$ cat config.mk
export PLATFORM = sky130hd
export DESIGN_NAME = reset_cause_startup_seq
export DESIGN_NICKNAME = d
export VERILOG_FILES = /design/src/verilog/reset_cause_pkg.sv /design/src/verilog/reset_cause_startup_seq.sv
export SDC_FILE = /design/constraint.sdc
export NUM_CORES = 1
export LEC_CHECK = 0
export BUFFER_PORTS_ARGS = -buffer_cell sky130_fd_sc_hd__buf_4
export CAP_MARGIN = 20
export CORE_MARGIN = 2
export CORE_UTILIZATION = 49
export DETAILED_ROUTE_END_ITERATION = 16
export GPL_TIMING_DRIVEN = 0
export HOLD_SLACK_MARGIN = 0.1
export PLACE_DENSITY = 0.87
export SETUP_SLACK_MARGIN = 0.15
export SLEW_MARGIN = 25
export SYNTH_ARGS = -nofsm -noshare
export SYNTH_HDL_FRONTEND = slang
export SYNTH_SLANG_ARGS = --single-unit
$ cat constraint.sdc
create_clock -name hclk -period 2.8 [get_ports hclk]
set_input_delay 0 -clock hclk [delete_from_list [all_inputs] [get_ports hclk]]
set_output_delay 0 -clock hclk [all_outputs]
set_load 0.02 [all_outputs]
$ cat src/verilog/reset_cause_pkg.sv
// Constants, carriers and state layout for the reset cause and start-up sequencer
package reset_cause_pkg;

	// ----------------------------------------------------------------
	// Timing
	// ----------------------------------------------------------------
	localparam int unsigned CLK_HZ = 25_000_000;
	localparam int unsigned POWERUP_TIME_US = 64;
	localparam int unsigned POWERUP_CYCLES = POWERUP_TIME_US * (CLK_HZ / 1_000_000);
	localparam int unsigned OSC_START_CYCLES = 1024;
	localparam int unsigned CNT_WIDTH = 16;
	localparam int unsigned PC_WIDTH = 15;

	// ----------------------------------------------------------------
	// Register map (byte addresses)
	// ----------------------------------------------------------------
	localparam logic [7:0] REG_POWER_CTL = 8'h00;
	localparam logic [7:0] REG_STATUS = 8'h04;
	localparam logic [7:0] REG_CONFIG = 8'h08;
	localparam logic [7:0] REG_SEQ = 8'h0C;

	// power_ctl_reg fields
	localparam int unsigned PCTL_OVER = 7;
	localparam int unsigned PCTL_UNDER = 6;
	localparam int unsigned PCTL_EXT = 3;
	localparam int unsigned PCTL_INSTR = 2;
	localparam int unsigned PCTL_POR = 1;
	localparam int unsigned PCTL_BROWN = 0;
	localparam logic [7:0] PCTL_IMPL_MASK = 8'hCF;
	localparam logic [7:0] PCTL_RESET = 8'h0C;

	// Status register fields
	localparam int unsigned STAT_EXPIRY = 4;
	localparam int unsigned STAT_SLEEP = 3;

	// Configuration register fields
	localparam int unsigned CFG_DEPTH_EN = 0;
	localparam int unsigned CFG_PWRUP_N = 1;
	localparam int unsigned CFG_PIN_EN = 2;
	localparam int unsigned CFG_OSC_NEED = 3;
	localparam logic [3:0] CFG_RESET = 4'hD;

	// Sequencer register fields
	localparam int unsigned SEQ_CORE_RESET = 8;
	localparam int unsigned SEQ_IRQ_PEND = 9;

	// ----------------------------------------------------------------
	// Types
	// ----------------------------------------------------------------
	typedef enum logic [2:0] {ST_POWERUP, ST_OSCWAIT, ST_PINWAIT, ST_HOLD, ST_RUN} seq_type;

	typedef struct packed {
		logic stack_over;
		logic stack_under;
		logic reset_instr;
		logic wdt_timeout;
		logic irq_wake;
		logic instr_retire;
		logic clrwdt;
		logic sleep_enter;
	} core_event_type;

	typedef struct packed {
		seq_type seq;
		logic [CNT_WIDTH-1:0] cnt;
		logic [7:0] power_ctl_reg;
		logic watchdog_expiry_flag_n;
		logic sleep_entry_flag_n;
		logic [3:0] cfg;
		logic pin_prev;
		logic prog_prev;
		logic brown_prev;
		logic irq_pending;
		logic core_reset;
		logic pc_load;
		logic [PC_WIDTH-1:0] pc_value;
		logic wake;
		logic vec_req;
		logic dp_write;
		logic [7:0] dp_addr;
		logic [31:0] rd_data;
		logic ready;
	} state_type;

endpackage

$ cat src/verilog/reset_cause_startup_seq.sv
// Reset cause recording and start-up sequencing with an AHB-Lite register slave
//
// Contract
// [RULE_01] Stack faults reset only when enabled
// [RULE_02] Overflow reset sets flag, zeroes PC
// [RULE_03] Underflow reset sets flag, zeroes PC
// [RULE_04] Programming exit acts as power-on
// [RULE_05] Power-up delay optional after power events
// [RULE_06] Run after delays and pin release
// [RULE_07] Delays run whatever the pin level
// [RULE_08] Expired delays: start at pin release
// [RULE_09] Every reset updates cause and status; stack, reset-instruction and awake pin resets leave status unchanged
// [RULE_10] Power-on and brown-out flag patterns
// [RULE_11] Watchdog reset or wake updates timeout
// [RULE_12] Interrupt wake: timeout set, PC+1
// [RULE_13] Enabled interrupt wake vectors after instruction
// [RULE_14] Pin reset running clears pin flag
// [RULE_15] Pin reset asleep also sets status
// [RULE_16] Reset instruction clears its flag
// [RULE_17] Unimplemented bits read as zero
// [RULE_18] Power control register bit layout
// [RULE_19] Firmware re-arms power-on, brown-out flags
// [RULE_20] Hold reset while any source pending
module reset_cause_startup_seq
	import reset_cause_pkg::*;
#(
	parameter int unsigned POWERUP_CNT = POWERUP_CYCLES,
	parameter int unsigned OSC_CNT = OSC_START_CYCLES
)
(
	// Clock and reset
	input wire logic hclk,
	input wire logic hresetn,
	// AHB-Lite slave
	input wire logic hsel,
	input wire logic [31:0] haddr,
	input wire logic [1:0] htrans,
	input wire logic hwrite,
	input wire logic [2:0] hsize,
	input wire logic [31:0] hwdata,
	input wire logic hready,
	output logic hreadyout,
	output logic hresp,
	output logic [31:0] hrdata,
	// Reset sources and pin
	input wire logic ext_reset_pin_n,
	input wire logic brownout_n,
	input wire logic prog_mode,
	// Core side
	input wire core_event_type core_event,
	input wire logic sleeping,
	input wire logic global_irq_en,
	input wire logic [PC_WIDTH-1:0] pc_current,
	output logic core_reset,
	output logic pc_load,
	output logic [PC_WIDTH-1:0] pc_load_value,
	output logic wake,
	output logic irq_vector_req
);

	// ----------------------------------------------------------------
	// Elaboration checks
	// ----------------------------------------------------------------
	if (POWERUP_CNT < 1 || POWERUP_CNT >= (1 << CNT_WIDTH))
	begin : g_bad_powerup
		$error("POWERUP_CNT out of range");
	end
	if (OSC_CNT < 1 || OSC_CNT >= (1 << CNT_WIDTH))
	begin : g_bad_osc
		$error("OSC_CNT out of range");
	end

	localparam logic [CNT_WIDTH-1:0] PWR_LAST = CNT_WIDTH'(POWERUP_CNT - 1);
	localparam logic [CNT_WIDTH-1:0] OSC_LAST = CNT_WIDTH'(OSC_CNT - 1);

	state_type s;
	state_type n;

	// ----------------------------------------------------------------
	// Helpers
	// ----------------------------------------------------------------
	function automatic logic [31:0] read_mux(input state_type st, input logic [7:0] a);
		logic [31:0] r;
		r = 32'h0000_0000;
		unique case (a)
			REG_POWER_CTL: r[7:0] = st.power_ctl_reg & PCTL_IMPL_MASK; // RULE_17
			REG_STATUS:
			begin
				r[STAT_EXPIRY] = st.watchdog_expiry_flag_n;
				r[STAT_SLEEP] = st.sleep_entry_flag_n;
			end
			REG_CONFIG: r[3:0] = st.cfg;
			REG_SEQ:
			begin
				r[2:0] = st.seq;
				r[SEQ_CORE_RESET] = st.core_reset;
				r[SEQ_IRQ_PEND] = st.irq_pending;
			end
			default: r = 32'h0000_0000;
		endcase
		return r;
	endfunction

	// Power-on pattern, called only on programming exit; supply start loads PCTL_RESET
	function automatic state_type power_on(input state_type st);
		state_type t;
		t = st;
		t.power_ctl_reg[PCTL_OVER] = 1'b0;
		t.power_ctl_reg[PCTL_UNDER] = 1'b0;
		t.power_ctl_reg[PCTL_EXT] = 1'b1;
		t.power_ctl_reg[PCTL_INSTR] = 1'b1;
		t.power_ctl_reg[PCTL_POR] = 1'b0;
		t.watchdog_expiry_flag_n = 1'b1;
		t.sleep_entry_flag_n = 1'b1;
		t.seq = ST_POWERUP;
		t.cnt = '0;
		return t;
	endfunction

	logic pin_held;
	logic running;
	logic bus_sel;
	assign pin_held = s.cfg[CFG_PIN_EN] && !ext_reset_pin_n;
	assign running = (s.seq == ST_RUN);
	assign bus_sel = hsel && htrans[1] && hready;

	// ----------------------------------------------------------------
	// Next-state logic
	// ----------------------------------------------------------------
	always_comb
	begin
		n = s;
		n.wake = 1'b0;
		n.vec_req = 1'b0;
		n.pin_prev = ext_reset_pin_n;
		n.prog_prev = prog_mode;
		n.brown_prev = brownout_n;

		// Software write first so hardware events below win the same cycle
		if (s.dp_write)
		begin
			unique case (s.dp_addr)
				REG_POWER_CTL: n.power_ctl_reg = hwdata[7:0] & PCTL_IMPL_MASK; // RULE_19
				REG_CONFIG: n.cfg = hwdata[3:0];
				default: n.cfg = n.cfg;
			endcase
		end

		// Reset and wake sources, highest priority first
		if (!brownout_n)
		begin
			if (s.brown_prev)
			begin
				n.power_ctl_reg[PCTL_OVER] = 1'b0; // RULE_10
				n.power_ctl_reg[PCTL_UNDER] = 1'b0;
				n.power_ctl_reg[PCTL_EXT] = 1'b1;
				n.power_ctl_reg[PCTL_INSTR] = 1'b1;
				n.power_ctl_reg[PCTL_BROWN] = 1'b0;
				n.watchdog_expiry_flag_n = 1'b1;
				n.sleep_entry_flag_n = 1'b1;
			end
			n.seq = ST_POWERUP; // RULE_20
			n.cnt = '0;
			n.irq_pending = 1'b0;
		end
		else if (s.prog_prev && !prog_mode)
		begin
			n = power_on(n); // RULE_04
			n.irq_pending = 1'b0;
		end
		else if (running && s.pin_prev && pin_held)
		begin
			n.power_ctl_reg[PCTL_EXT] = 1'b0; // RULE_14
			if (sleeping)
			begin
				n.watchdog_expiry_flag_n = 1'b1; // RULE_15
				n.sleep_entry_flag_n = 1'b0;
			end
			n.seq = ST_HOLD;
			n.irq_pending = 1'b0;
		end
		else if (running && core_event.wdt_timeout)
		begin
			n.watchdog_expiry_flag_n = 1'b0; // RULE_11
			if (sleeping)
			begin
				n.sleep_entry_flag_n = 1'b0;
				n.wake = 1'b1;
			end
			else
			begin
				n.seq = ST_HOLD;
				n.irq_pending = 1'b0;
			end
		end
		else if (running && core_event.stack_over && s.cfg[CFG_DEPTH_EN]) // RULE_01
		begin
			n.power_ctl_reg[PCTL_OVER] = 1'b1; // RULE_02
			n.seq = ST_HOLD;
			n.irq_pending = 1'b0;
		end
		else if (running && core_event.stack_under && s.cfg[CFG_DEPTH_EN]) // RULE_01
		begin
			n.power_ctl_reg[PCTL_UNDER] = 1'b1; // RULE_03
			n.seq = ST_HOLD;
			n.irq_pending = 1'b0;
		end
		else if (running && core_event.reset_instr)
		begin
			n.power_ctl_reg[PCTL_INSTR] = 1'b0; // RULE_16
			n.seq = ST_HOLD;
			n.irq_pending = 1'b0;
		end
		else if (running && sleeping && core_event.irq_wake)
		begin
			n.watchdog_expiry_flag_n = 1'b1; // RULE_12
			n.sleep_entry_flag_n = 1'b0;
			n.wake = 1'b1;
			n.irq_pending = global_irq_en; // RULE_13
		end
		else
		begin
			if (running && core_event.clrwdt)
			begin
				n.watchdog_expiry_flag_n = 1'b1; // RULE_09
				n.sleep_entry_flag_n = 1'b1;
			end
			else if (running && core_event.sleep_enter)
			begin
				n.watchdog_expiry_flag_n = 1'b1; // RULE_09
				n.sleep_entry_flag_n = 1'b0;
			end
			if (s.irq_pending && core_event.instr_retire)
			begin
				n.vec_req = 1'b1; // RULE_13
				n.irq_pending = 1'b0;
			end

			// Start-up timers ignore the pin; only the last step looks at it
			unique case (s.seq)
				ST_POWERUP:
				begin
					if (s.cfg[CFG_PWRUP_N] || s.cnt == PWR_LAST) // RULE_05 RULE_07
					begin
						n.seq = ST_OSCWAIT;
						n.cnt = '0;
					end
					else
					begin
						n.cnt = s.cnt + 1'b1;
					end
				end
				ST_OSCWAIT:
				begin
					if (!s.cfg[CFG_OSC_NEED] || s.cnt == OSC_LAST) // RULE_06 RULE_07
					begin
						n.seq = ST_PINWAIT;
						n.cnt = '0;
					end
					else
					begin
						n.cnt = s.cnt + 1'b1;
					end
				end
				ST_PINWAIT, ST_HOLD:
				begin
					if (!pin_held)
					begin
						n.seq = ST_RUN; // RULE_06 RULE_08
					end
				end
				ST_RUN: n.seq = ST_RUN;
			endcase
		end

		n.power_ctl_reg = n.power_ctl_reg & PCTL_IMPL_MASK; // RULE_17 RULE_18
		n.core_reset = (n.seq != ST_RUN); // RULE_20
		n.pc_load = n.core_reset || n.wake;
		n.pc_value = n.wake ? PC_WIDTH'(pc_current + 1'b1) : '0;

		// Bus: capture address phase; read data is taken after this cycle's write
		n.dp_write = bus_sel && hwrite;
		n.dp_addr = haddr[7:0];
		n.rd_data = (bus_sel && !hwrite) ? read_mux(n, haddr[7:0]) : 32'h0000_0000;
		n.ready = 1'b1;
	end

	// ----------------------------------------------------------------
	// State register
	// ----------------------------------------------------------------
	always_ff @(posedge hclk or negedge hresetn)
	begin
		if (!hresetn)
		begin
			s.seq <= ST_POWERUP;
			s.cnt <= '0;
			s.power_ctl_reg <= PCTL_RESET; // RULE_10
			s.watchdog_expiry_flag_n <= 1'b1;
			s.sleep_entry_flag_n <= 1'b1;
			s.cfg <= CFG_RESET;
			s.pin_prev <= 1'b1;
			s.prog_prev <= 1'b0;
			s.brown_prev <= 1'b1;
			s.irq_pending <= 1'b0;
			s.core_reset <= 1'b1;
			s.pc_load <= 1'b1;
			s.pc_value <= '0;
			s.wake <= 1'b0;
			s.vec_req <= 1'b0;
			s.dp_write <= 1'b0;
			s.dp_addr <= 8'h00;
			s.rd_data <= 32'h0000_0000;
			s.ready <= 1'b1;
		end
		else
		begin
			s <= n;
		end
	end

	assign hreadyout = s.ready;
	assign hresp = 1'b0;
	assign hrdata = s.rd_data;
	assign core_reset = s.core_reset;
	assign pc_load = s.pc_load;
	assign pc_load_value = s.pc_value;
	assign wake = s.wake;
	assign irq_vector_req = s.vec_req;

	// ----------------------------------------------------------------
	// Assertions
	// ----------------------------------------------------------------
	logic quiet;
	assign quiet = brownout_n && !(s.prog_prev && !prog_mode) && !(s.pin_prev && pin_held);
endmodule

# == Word level (Yosys, flattened, before mapping) ==
# Index checks and enable logic that the tools add are counted.
# word_totals
out_inout_bits,53
regBits,73
input_bits,102
wordCells,152
# classes
n_reduce_logical,31
addsub,2
n_mux,83
n_eq_ne,18
# op_table
op,count
16-bit 2-to-1 mux,5
44-bit 2-to-1 mux,1
2-bit 2-to-1 mux,21
21-bit 2-to-1 mux,2
18-bit 2-to-1 mux,2
3-bit 2-to-1 mux,12
16-bit one-hot mux with 2 select lines,1
1-bit 2-to-1 mux,29
"8-bit by 4-bit equality test with 1-bit output, second input constant",3
"3-bit != test, second input constant",7
1-bit logical AND,19
19-bit 2-to-1 mux,1
"16-bit by 1-bit adder with 16-bit output, second input constant",1
"16-bit by 10-bit equality test with 1-bit output, second input constant",1
"16-bit by 11-bit equality test with 1-bit output, second input constant",1
8-bit zero test,2
8-bit 2-to-1 mux,2
"15-bit by 1-bit adder with 15-bit output, second input constant",1
15-bit 2-to-1 mux,1
3-bit one-hot mux with 4 select lines,1
10-bit 2-to-1 mux,1
3-bit one-hot mux with 3 select lines,1
"8-bit by 3-bit equality test with 1-bit output, second input constant",1
4-bit 2-to-1 mux,2
other kinds (10),16

# == Depth between registers and ports, before layout ==
# Gate-level depths: netlist of the first run.
# logic_depth
ltp_word,15
mapped_depth,9
depth_no_buf,8

# == Worst setup path before layout of the first run ==
# OpenSTA, ideal clock, no wires.
# synth_timing
path_type,reg2reg
start,register s[90] in the netlist's numbering
end,register s[92] in the netlist's numbering
path_stages_with_launch,7
slack_ns,0.504
period_less_slack_ns,2.296
path_buffers,0
t_arrival_ns,2.175
cell_sequence,dfrtp_1 -> or4_1 -> or4_4 -> a21oi_4 -> nor3_4 -> a21o_1 -> a22o_1
# synth_between
elab_chain_cells,12
elab_cells_between_ends,16
# synth_rtl
element,line_no,source
from (decl),reset_cause_startup_seq.sv:76,state_type s;
from (signal assigned),reset_cause_startup_seq.sv:317,s <= n;
branches (longest 3 deep; another with 16-bit by 1-bit adder with 16-bit output),--,
16-bit one-hot mux with 2 select lines (*),reset_cause_startup_seq.sv:240,unique case (s.seq)
19-bit 2-to-1 mux (*),reset_cause_startup_seq.sv:214,else if (running && sleeping && core_event.irq_wake)
16-bit 2-to-1 mux (*),reset_cause_startup_seq.sv:208,else if (running && core_event.reset_instr)
16-bit 2-to-1 mux (*),reset_cause_startup_seq.sv:202,else if (running && core_event.stack_under && s.cfg[CFG_DEPTH_EN])
16-bit 2-to-1 mux (*),reset_cause_startup_seq.sv:196,else if (running && core_event.stack_over && s.cfg[CFG_DEPTH_EN])
18-bit 2-to-1 mux (*),reset_cause_startup_seq.sv:182,else if (running && core_event.wdt_timeout)
18-bit 2-to-1 mux (*),reset_cause_startup_seq.sv:171,else if (running && s.pin_prev && pin_held)
21-bit 2-to-1 mux (*),reset_cause_startup_seq.sv:166,else if (s.prog_prev && !prog_mode)
21-bit 2-to-1 mux (*),reset_cause_startup_seq.sv:150,if (!brownout_n)
# Every way passes the cells marked *. The select of a mux whose other input is x is not followed.
# A chain may end at the register's enable or synchronous reset.

==> flow_summary_export.csv, run 1 <==
group,metric,value,unit
synth,synth_area_per_cell,9.47,um2
synth,synthArstFlopShare,100,%
route,postRouteAntennaNets,0,
route,vias,3848,
setup_path,rrSetupSlack,0.19,ns
floorplanning,fp.dieW,94.3,um
sta,skew,0.0178,ns
placed_design,io_buffers,74,
setup_path,crit_family,"simple AND/OR/NAND/NOR gates",
floorplanning,start_util,51.2,%
final_layout,area.growth.synth_to_final,37.6,%
placed_design,place_congestion,0.944,
setup_path,rr_startpoint,"s[37]",
floorplanning,io-pin-count,155,
sta,slew_headroom,39.4,%
setup_path,crit_slowest_cell,"or4b_2",
cts,clock_path_buffers,2,
setup_path,path_max_fanout,4,
final_layout,final_nets,687,
synth,synth_largest_area_cell,"dfrtp_1",
power,pwr-share-comb,16.0,%
power,netSwitchingFraction,29.8,%
placed_design,dpl_worst_slack,0.0429,ns
setup_path,rr_worst_depth,7,
final_layout,fill_cells,528,
power,p_switching,664,uW
sta,fin_tns_setup,0,ns
synth,ys_warn_count,0,
cts,cts_sinks,72,
power,worst_ir_drop_vdd,0.311,mV
outcome,status,"completed",
synth,synth_top_area_share,38.2,%
route,vias_per_cell,5.58,
sta,final_max_slew_viol_count,0,
cts,tritoncts,"built",
cts,htreeDepth,3,
route,wire_per_inst,16.5,um
worst_hold_path,whs_endpoint,"hrdata[7]",
global_route,grt_pass1_vias,3918,
route,first_iter_violations,184,
setup_path,path_buf_inv,1,
sta,rsz0062_at_grt,"false",
sta,final-hold-violation-count,0,
setup_path,cp.required,3.07,ns
floorplanning,die_h,94.3,um
worst_hold_path,worstHoldPathType,"input port to flop",
power,power.share.clock,35.8,%
synth,syn-cell-area,4000,um2
global_route,track_usage,26.1,%
sta,worstMarginPinSlew,0.909,ns
sta,setup_violations,0,
synth,post-synth-top-count-cell,"dfrtp_1",
global_route,grt_pass1_wl,18100,um
setup_path,regToRegEndpoint,"hrdata[3]",
sta,worst_slack,0.189,ns
power,seqPwrFrac,48.2,%
worst_hold_path,hold-path-cell-count,4,
final_layout,antennaDiodeCount,0,
power,leakagePower,0.00255,uW
route,remaining_drc_errors,0,
synth,synth_cells,422,
floorplanning,coreArea,7810,um2
floorplanning,dieArea,8900,um2
final_layout,layout-drive-gt1-share,30.8,%
worst_hold_path,hp-start,"hwdata[7]",
job,drv_cap,0,
cts,path_clk_slew,0.10,ns
setup_path,crit_type,"flop to flop",
global_route,grt_antenna_before_repair,0,
cts,clock_latency,0.36,ns
synth,synth-edff-count,0,
sta,period_share,93.2,%
final_layout,multi_input_area,1820,um2
floorplanning,fp-row-count,32,
setup_path,cp.arrival,2.88,ns
route,drt_wl_total,11400,um
global_route,grt-ovfl-total,0,
placed_design,place_hpwl,7060,um
cts,cts_buffers,9,
power,power_density,405,nW/um2
synth,synth_area_leaders,"dfrtp_1 38%, buf_4 9.6%, dfstp_2 7.2%",
setup_path,cpPeakStageDelay,0.72,ns
setup_path,endpoint_kind,"flop",
synth,synth-seq-cells,72,
global_route,grt_max_degree,73,
synth,synth_top_flop_cell,"dfrtp_1",
synth,yosysSeqAreaShare,45.4,%
sta,fmax,383,MHz
sta,min_period,2.61,ns
cts,cts-root-buf,"clkbuf_8",
final_layout,ff_latch_area,1820,um2
setup_path,path_cells,"or4b_2, nor3_4, buf_4, mux2i_1, o21ai_0, nand2_1, a31oi_1",
power,internal-power,1560,uW
route,drt-pass1-iter-count,5,
setup_path,startpoint_type,"flop",
synth,ys_top_cells_by_count,"61 x dfrtp_1, 51 x buf_4, 34 x nand2_1, 34 x o21ai_0, 33 x nor2_1",
synth,ys_types,65,
-- worst register-to-register path, cell delays in order, from the launching register on --
cell and delay [ns]:
dfrtp_1 0.37, or4b_2 0.72, nor3_4 0.28, buf_4 0.19, mux2i_1 0.09, o21ai_0 0.45
nand2_1 0.16, a31oi_1 0.26
-- sequential cells by signal (all words and copies together), names as in the netlist --
| register | flops |
|---|---|
| core_reset | 1 |
| pc_load_value | 15 |
| hrdata | 9 |
| irq_vector_req | 1 |
| s | 44 |
| pc_load | 1 |
| wake | 1 |
-- power by group through the flow --
stage	registers (uW)	logic (uW)	clock network [uW]
2_1_floorplan	1090	171	0
5_1_grt	1070	385	853
6_report	1070	357	798
3_3_place_gp	1090	281	0
3_5_place_dp	1090	288	0
4_1_cts	1070	342	793
-- worst max-delay path by stage --
stage | to | cells past startpoint | from | slack, ns
global placement | hrdata[8] | 6 | s[90] | 0.04
detailed placement | hrdata[8] | 6 | s[90] | 0.04
floorplan | s[92] | 6 | s[90] | 0.50
global route | s[92] | 8 | s[79] | 0.16
CTS | s[78] | 7 | s[96] | 0.20
finish | hrdata[3] | 7 | s[37] | 0.19
-- routing by layer --
metal	GRT usage, %	wire length (um)	vias to the layer above
li1	-	-	1760
met5	0	0	-
met3	4.90	835	43
met1	29.9	4190	1825
met4	13.2	436	0
met2	46.4	5940	220
-- area by class of cell --
cell class              instances  area share, %
multi-input cells             297           33.1
flip-flops and latches         72           33.0
repair buffers                127           19.5
plain buffers                  64           7.90
well taps                     102           2.32
clock buffers                   9           2.25
clock inverters                 7           1.11
inverters                      12          0.819
-- layout by cell type (no fill, tap or decap), types with 5 or more instances in the layout --
master         instances
clkbuf_1              10
or4_1                  5
a31oi_1                7
clkbuf_8               9
nor4_1                11
nand4_1                5
nand3_1               22
dfrtp_1               61
xor2_1                 9
dlygate4sd3_1         48
a21oi_1               12
dfstp_2               11
nor2_1                32
buf_4                130
and2_1                 5
mux2i_1                6
and3_1                 6
inv_1                 12
nand2_1               34
o21ai_0               34
conb_1                25
-- cells by family after synthesis --
logic type,Yosys count,synth area share (%)
and+or+nand+nor,164,23.2
adders and majority gates,2,0.626
DFF,72,45.4
xor gates and xnor gates,13,2.85
muxes,10,2.63
buffers and inverters,76,12.0
other,2,0.188
AOI/OAI and AO/OA,83,13.1
-- stage by stage --
step	hold WS (ns)	instance area (um2)	utilization [%]	cells	total power (uW)
after global placement	0.118	4770	61.1	621	1370
after global routing	0.184	5500	70.4	690	2310
after floorplan	-0.296	4080	-	445	1260
after CTS	0.144	5440	69.6	685	2210
final	0.160	5500	70.4	690	2230
after detailed placement	0.119	4770	61.1	621	1380
-- repair_timing --
item | 4_1_cts | 5_1_grt
buffers inserted | 0 | 5
setup endpoints to repair | 3 | 22
resized for setup | 1 | 6
hold buffers | 48 | 0
pin swaps | 0 | 2
endpoints found under the hold margin | 108 | 0
Note: power is estimated with default switching activity, not from simulation.
==> run 2: changes to the inputs <==
--- a/config.mk
+++ b/config.mk
@@ -5,14 +5,15 @@
 export SDC_FILE = /design/constraint.sdc
 export NUM_CORES = 1
 export LEC_CHECK = 0
+export ABC_AREA = 1
 export BUFFER_PORTS_ARGS = -buffer_cell sky130_fd_sc_hd__buf_4
 export CAP_MARGIN = 20
 export CORE_MARGIN = 2
-export CORE_UTILIZATION = 49
+export CORE_UTILIZATION = 50
 export DETAILED_ROUTE_END_ITERATION = 16
 export GPL_TIMING_DRIVEN = 0
 export HOLD_SLACK_MARGIN = 0.1
-export PLACE_DENSITY = 0.87
+export PLACE_DENSITY = 0.88
 export SETUP_SLACK_MARGIN = 0.15
 export SLEW_MARGIN = 25
 export SYNTH_ARGS = -nofsm -noshare
==> flow_summary_export.csv, run 2 <==
group,metric,value,unit
global_route,grt-ovfl-total,0,
final_layout,final_cell_mix,"124 x buf_4, 95 x nand2_1, 63 x nor2_1, 62 x inv_1, 61 x dfrtp_1",
power,seqPwrFrac,39.4,%
power,p_switching,1120,uW
outcome,status,"completed",
cts,path_clk_slew,0.08,ns
setup_path,startpoint_type,"input port",
placed_design,place_hpwl,7170,um
route,vias_per_cell,5.12,
synth,synth_top_flop_cell,"dfrtp_1",
final_layout,ff_latch_area,1820,um2
sta,whs,0.159,ns
floorplanning,dieArea,8950,um2
synth,ys_top_cells_by_count,"95 x nand2_1, 64 x nor2_1, 62 x inv_1",
final_layout,final_nets,768,
sta,min_period,2.50,ns
route,drt_wl_total,11400,um
cts,cts_setup_buffers,0,
route,wire_per_inst,14.7,um
final_layout,finalNonFillerCells,773,
synth,yosysSeqAreaShare,44.2,%
floorplanning,die_h,94.6,um
global_route,grt_pass1_wl,18500,um
global_route,grt_pass1_vias,3978,
synth,post-synth-top-count-cell,"nand2_1",
sta,rsz0062_at_grt,"false",
route,postRouteAntennaNets,0,
synth,ys_warn_count,0,
setup_path,cp.required,3.04,ns
cts,cts_buffers,9,
placed_design,place_congestion,0.862,
floorplanning,io-pin-count,155,
final_layout,largest_reg_flops,44,
final_layout,layout-drive-gt1-share,29.6,%
final_layout,area.growth.synth_to_final,35.5,%
worst_hold_path,worstHoldPathType,"input port to flop",
setup_path,path_max_fanout,3,
sta,fin_tns_setup,0,ns
synth,synth-edff-count,0,
synth,synth_top_area_share,37.2,%
route,first_iter_violations,393,
job,drv_cap,0,
final_layout,top_register,"s",
synth,synth_area_leaders,"dfrtp_1 37%, buf_4 9.0%, nand2_1 8.7%",
synth,synthArstFlopShare,100,%
sta,slew_headroom,40.7,%
route,vias,3961,
floorplanning,start_util,50.7,%
setup_path,endpoint_kind,"flop",
cts,tritoncts,"built",
floorplanning,fp-row-count,33,
placed_design,place_inst,710,
cts,clock_path_buffers,2,
synth,synth_largest_area_cell,"dfrtp_1",
sta,setup_violations,0,
final_layout,final_common_cell,"buf_4",
route,drt-pass1-iter-count,5,
sta,period_share,89.2,%
sta,skew,0.0107,ns
cts,cts_sinks,72,
power,leakagePower,0.00284,uW
setup_path,cp.arrival,2.74,ns
final_layout,fill_cells,572,
global_route,track_usage,27.0,%
power,power_density,549,nW/um2
placed_design,io_buffers,75,
floorplanning,coreArea,8090,um2
power,power.share.clock,27.2,%
sta,worstMarginPinSlew,0.890,ns
synth,synth_cells,507,
sta,final_max_slew_viol_count,0,
synth,synth-seq-cells,72,
power,pwr-share-comb,33.4,%
sta,fmax,400,MHz
placed_design,post_dp_cell_area,4890,um2
global_route,grt_max_degree,73,
power,netSwitchingFraction,36.6,%
global_route,grt_antenna_before_repair,0,
synth,syn-cell-area,4110,um2
setup_path,crit_type,"input port to flop",
power,internal-power,1940,uW
final_layout,finalInstanceArea,5560,um2
cts,htreeDepth,3,
final_layout,antennaDiodeCount,0,
route,remaining_drc_errors,0,
floorplanning,fp.dieW,94.6,um
synth,synth_area_per_cell,8.10,um2
synth,ys_types,48,
sta,final-hold-violation-count,0,
final_layout,multi_input_area,1720,um2
cts,clock_latency,0.36,ns
cts,cts-root-buf,"clkbuf_8",
power,worst_ir_drop_vdd,0.370,mV
run 2: cell families after synthesis:
logic type / Yosys count / synth area share (%)
AOI/OAI and AO/OA: 68 / 9.81
and+or+nand+nor: 236 / 28.3
muxes: 1 / 0.244
adders and majority gates: 2 / 0.609
buffers and inverters: 123 / 16.0
other: 2 / 0.183
DFF: 72 / 44.2
xor gates and xnor gates: 3 / 0.640
run 2: worst paths after layout:
path	slack, ns	cells past startpoint	to	start
setup / recovery	0.30	15	pc_load_value[14]	pc_current[0]
hold / removal	0.16	5	hrdata[9]	global_irq_en
setup reg to reg	0.51	10	pc_load_value[11]	s[96]
hold reg to reg	0.50	2	s[77]	s[77]
max in group asynchronous	1.89	2	pc_load_value[13]	hresetn
min in group asynchronous	0.30	2	hrdata[6]	hresetn
run 2: final cells by class:
type | count | area share [%]
tap | 105 | 2.36
clock inverter | 5 | 1.03
sequential | 72 | 32.6
buffer | 52 | 6.97
inverter | 71 | 4.83
timing repair buffer | 123 | 18.8
multi-input combinational | 335 | 30.9
clock buffer | 10 | 2.47
run 2: layer usage:
layer | GRT usage [%] | vias up | share of wire (%)
li1 | - | 1852 | -
met1 | 30.9 | 1883 | 38
met2 | 47.8 | 185 | 53
met3 | 5.03 | 41 | 6.0
met4 | 14.3 | 0 | 3.2
met5 | 0 | - | 0
run 2: per-stage QoR:
step                setup slack, ns  util (%)  total power, uW
floorplan                      1.20         -             1870
global placement               1.02      60.4             2100
detailed placement            0.912      60.4             2140
CTS                           0.397      68.7             3010
global route                  0.153      68.8             3210
finish                        0.302      68.8             3050
run 2: repair_timing:
item / CTS / global route
setup endpoints to repair: 0 / 1
hold buffers: 48 / 0
endpoints found under the hold margin: 108 / 0
gates resized for setup: 0 / 1
run 2: power groups by stage:
stage                     combinational (uW)  sequential, uW  clock, uW
after global routing                    1110            1210        880
after floorplan                          646            1230          0
after detailed placement                 919            1220          0
after CTS                                979            1200        827
after global placement                   886            1210          0
final                                   1020            1200        829
run 2: critical path, stage by stage:
cell	delay (ns)
dlygate4sd3_1	0.53
buf_4	0.11
ha_1	0.16
nand2_1	0.07
nor2_1	0.09
inv_1	0.07
nor2_2	0.16
nand3_1	0.14
nor2_1	0.15
nand2_1	0.11
nor2_2	0.15
nand2_1	0.14
nor3_1	0.20
a21oi_1	0.09
dlygate4sd3_1	0.56
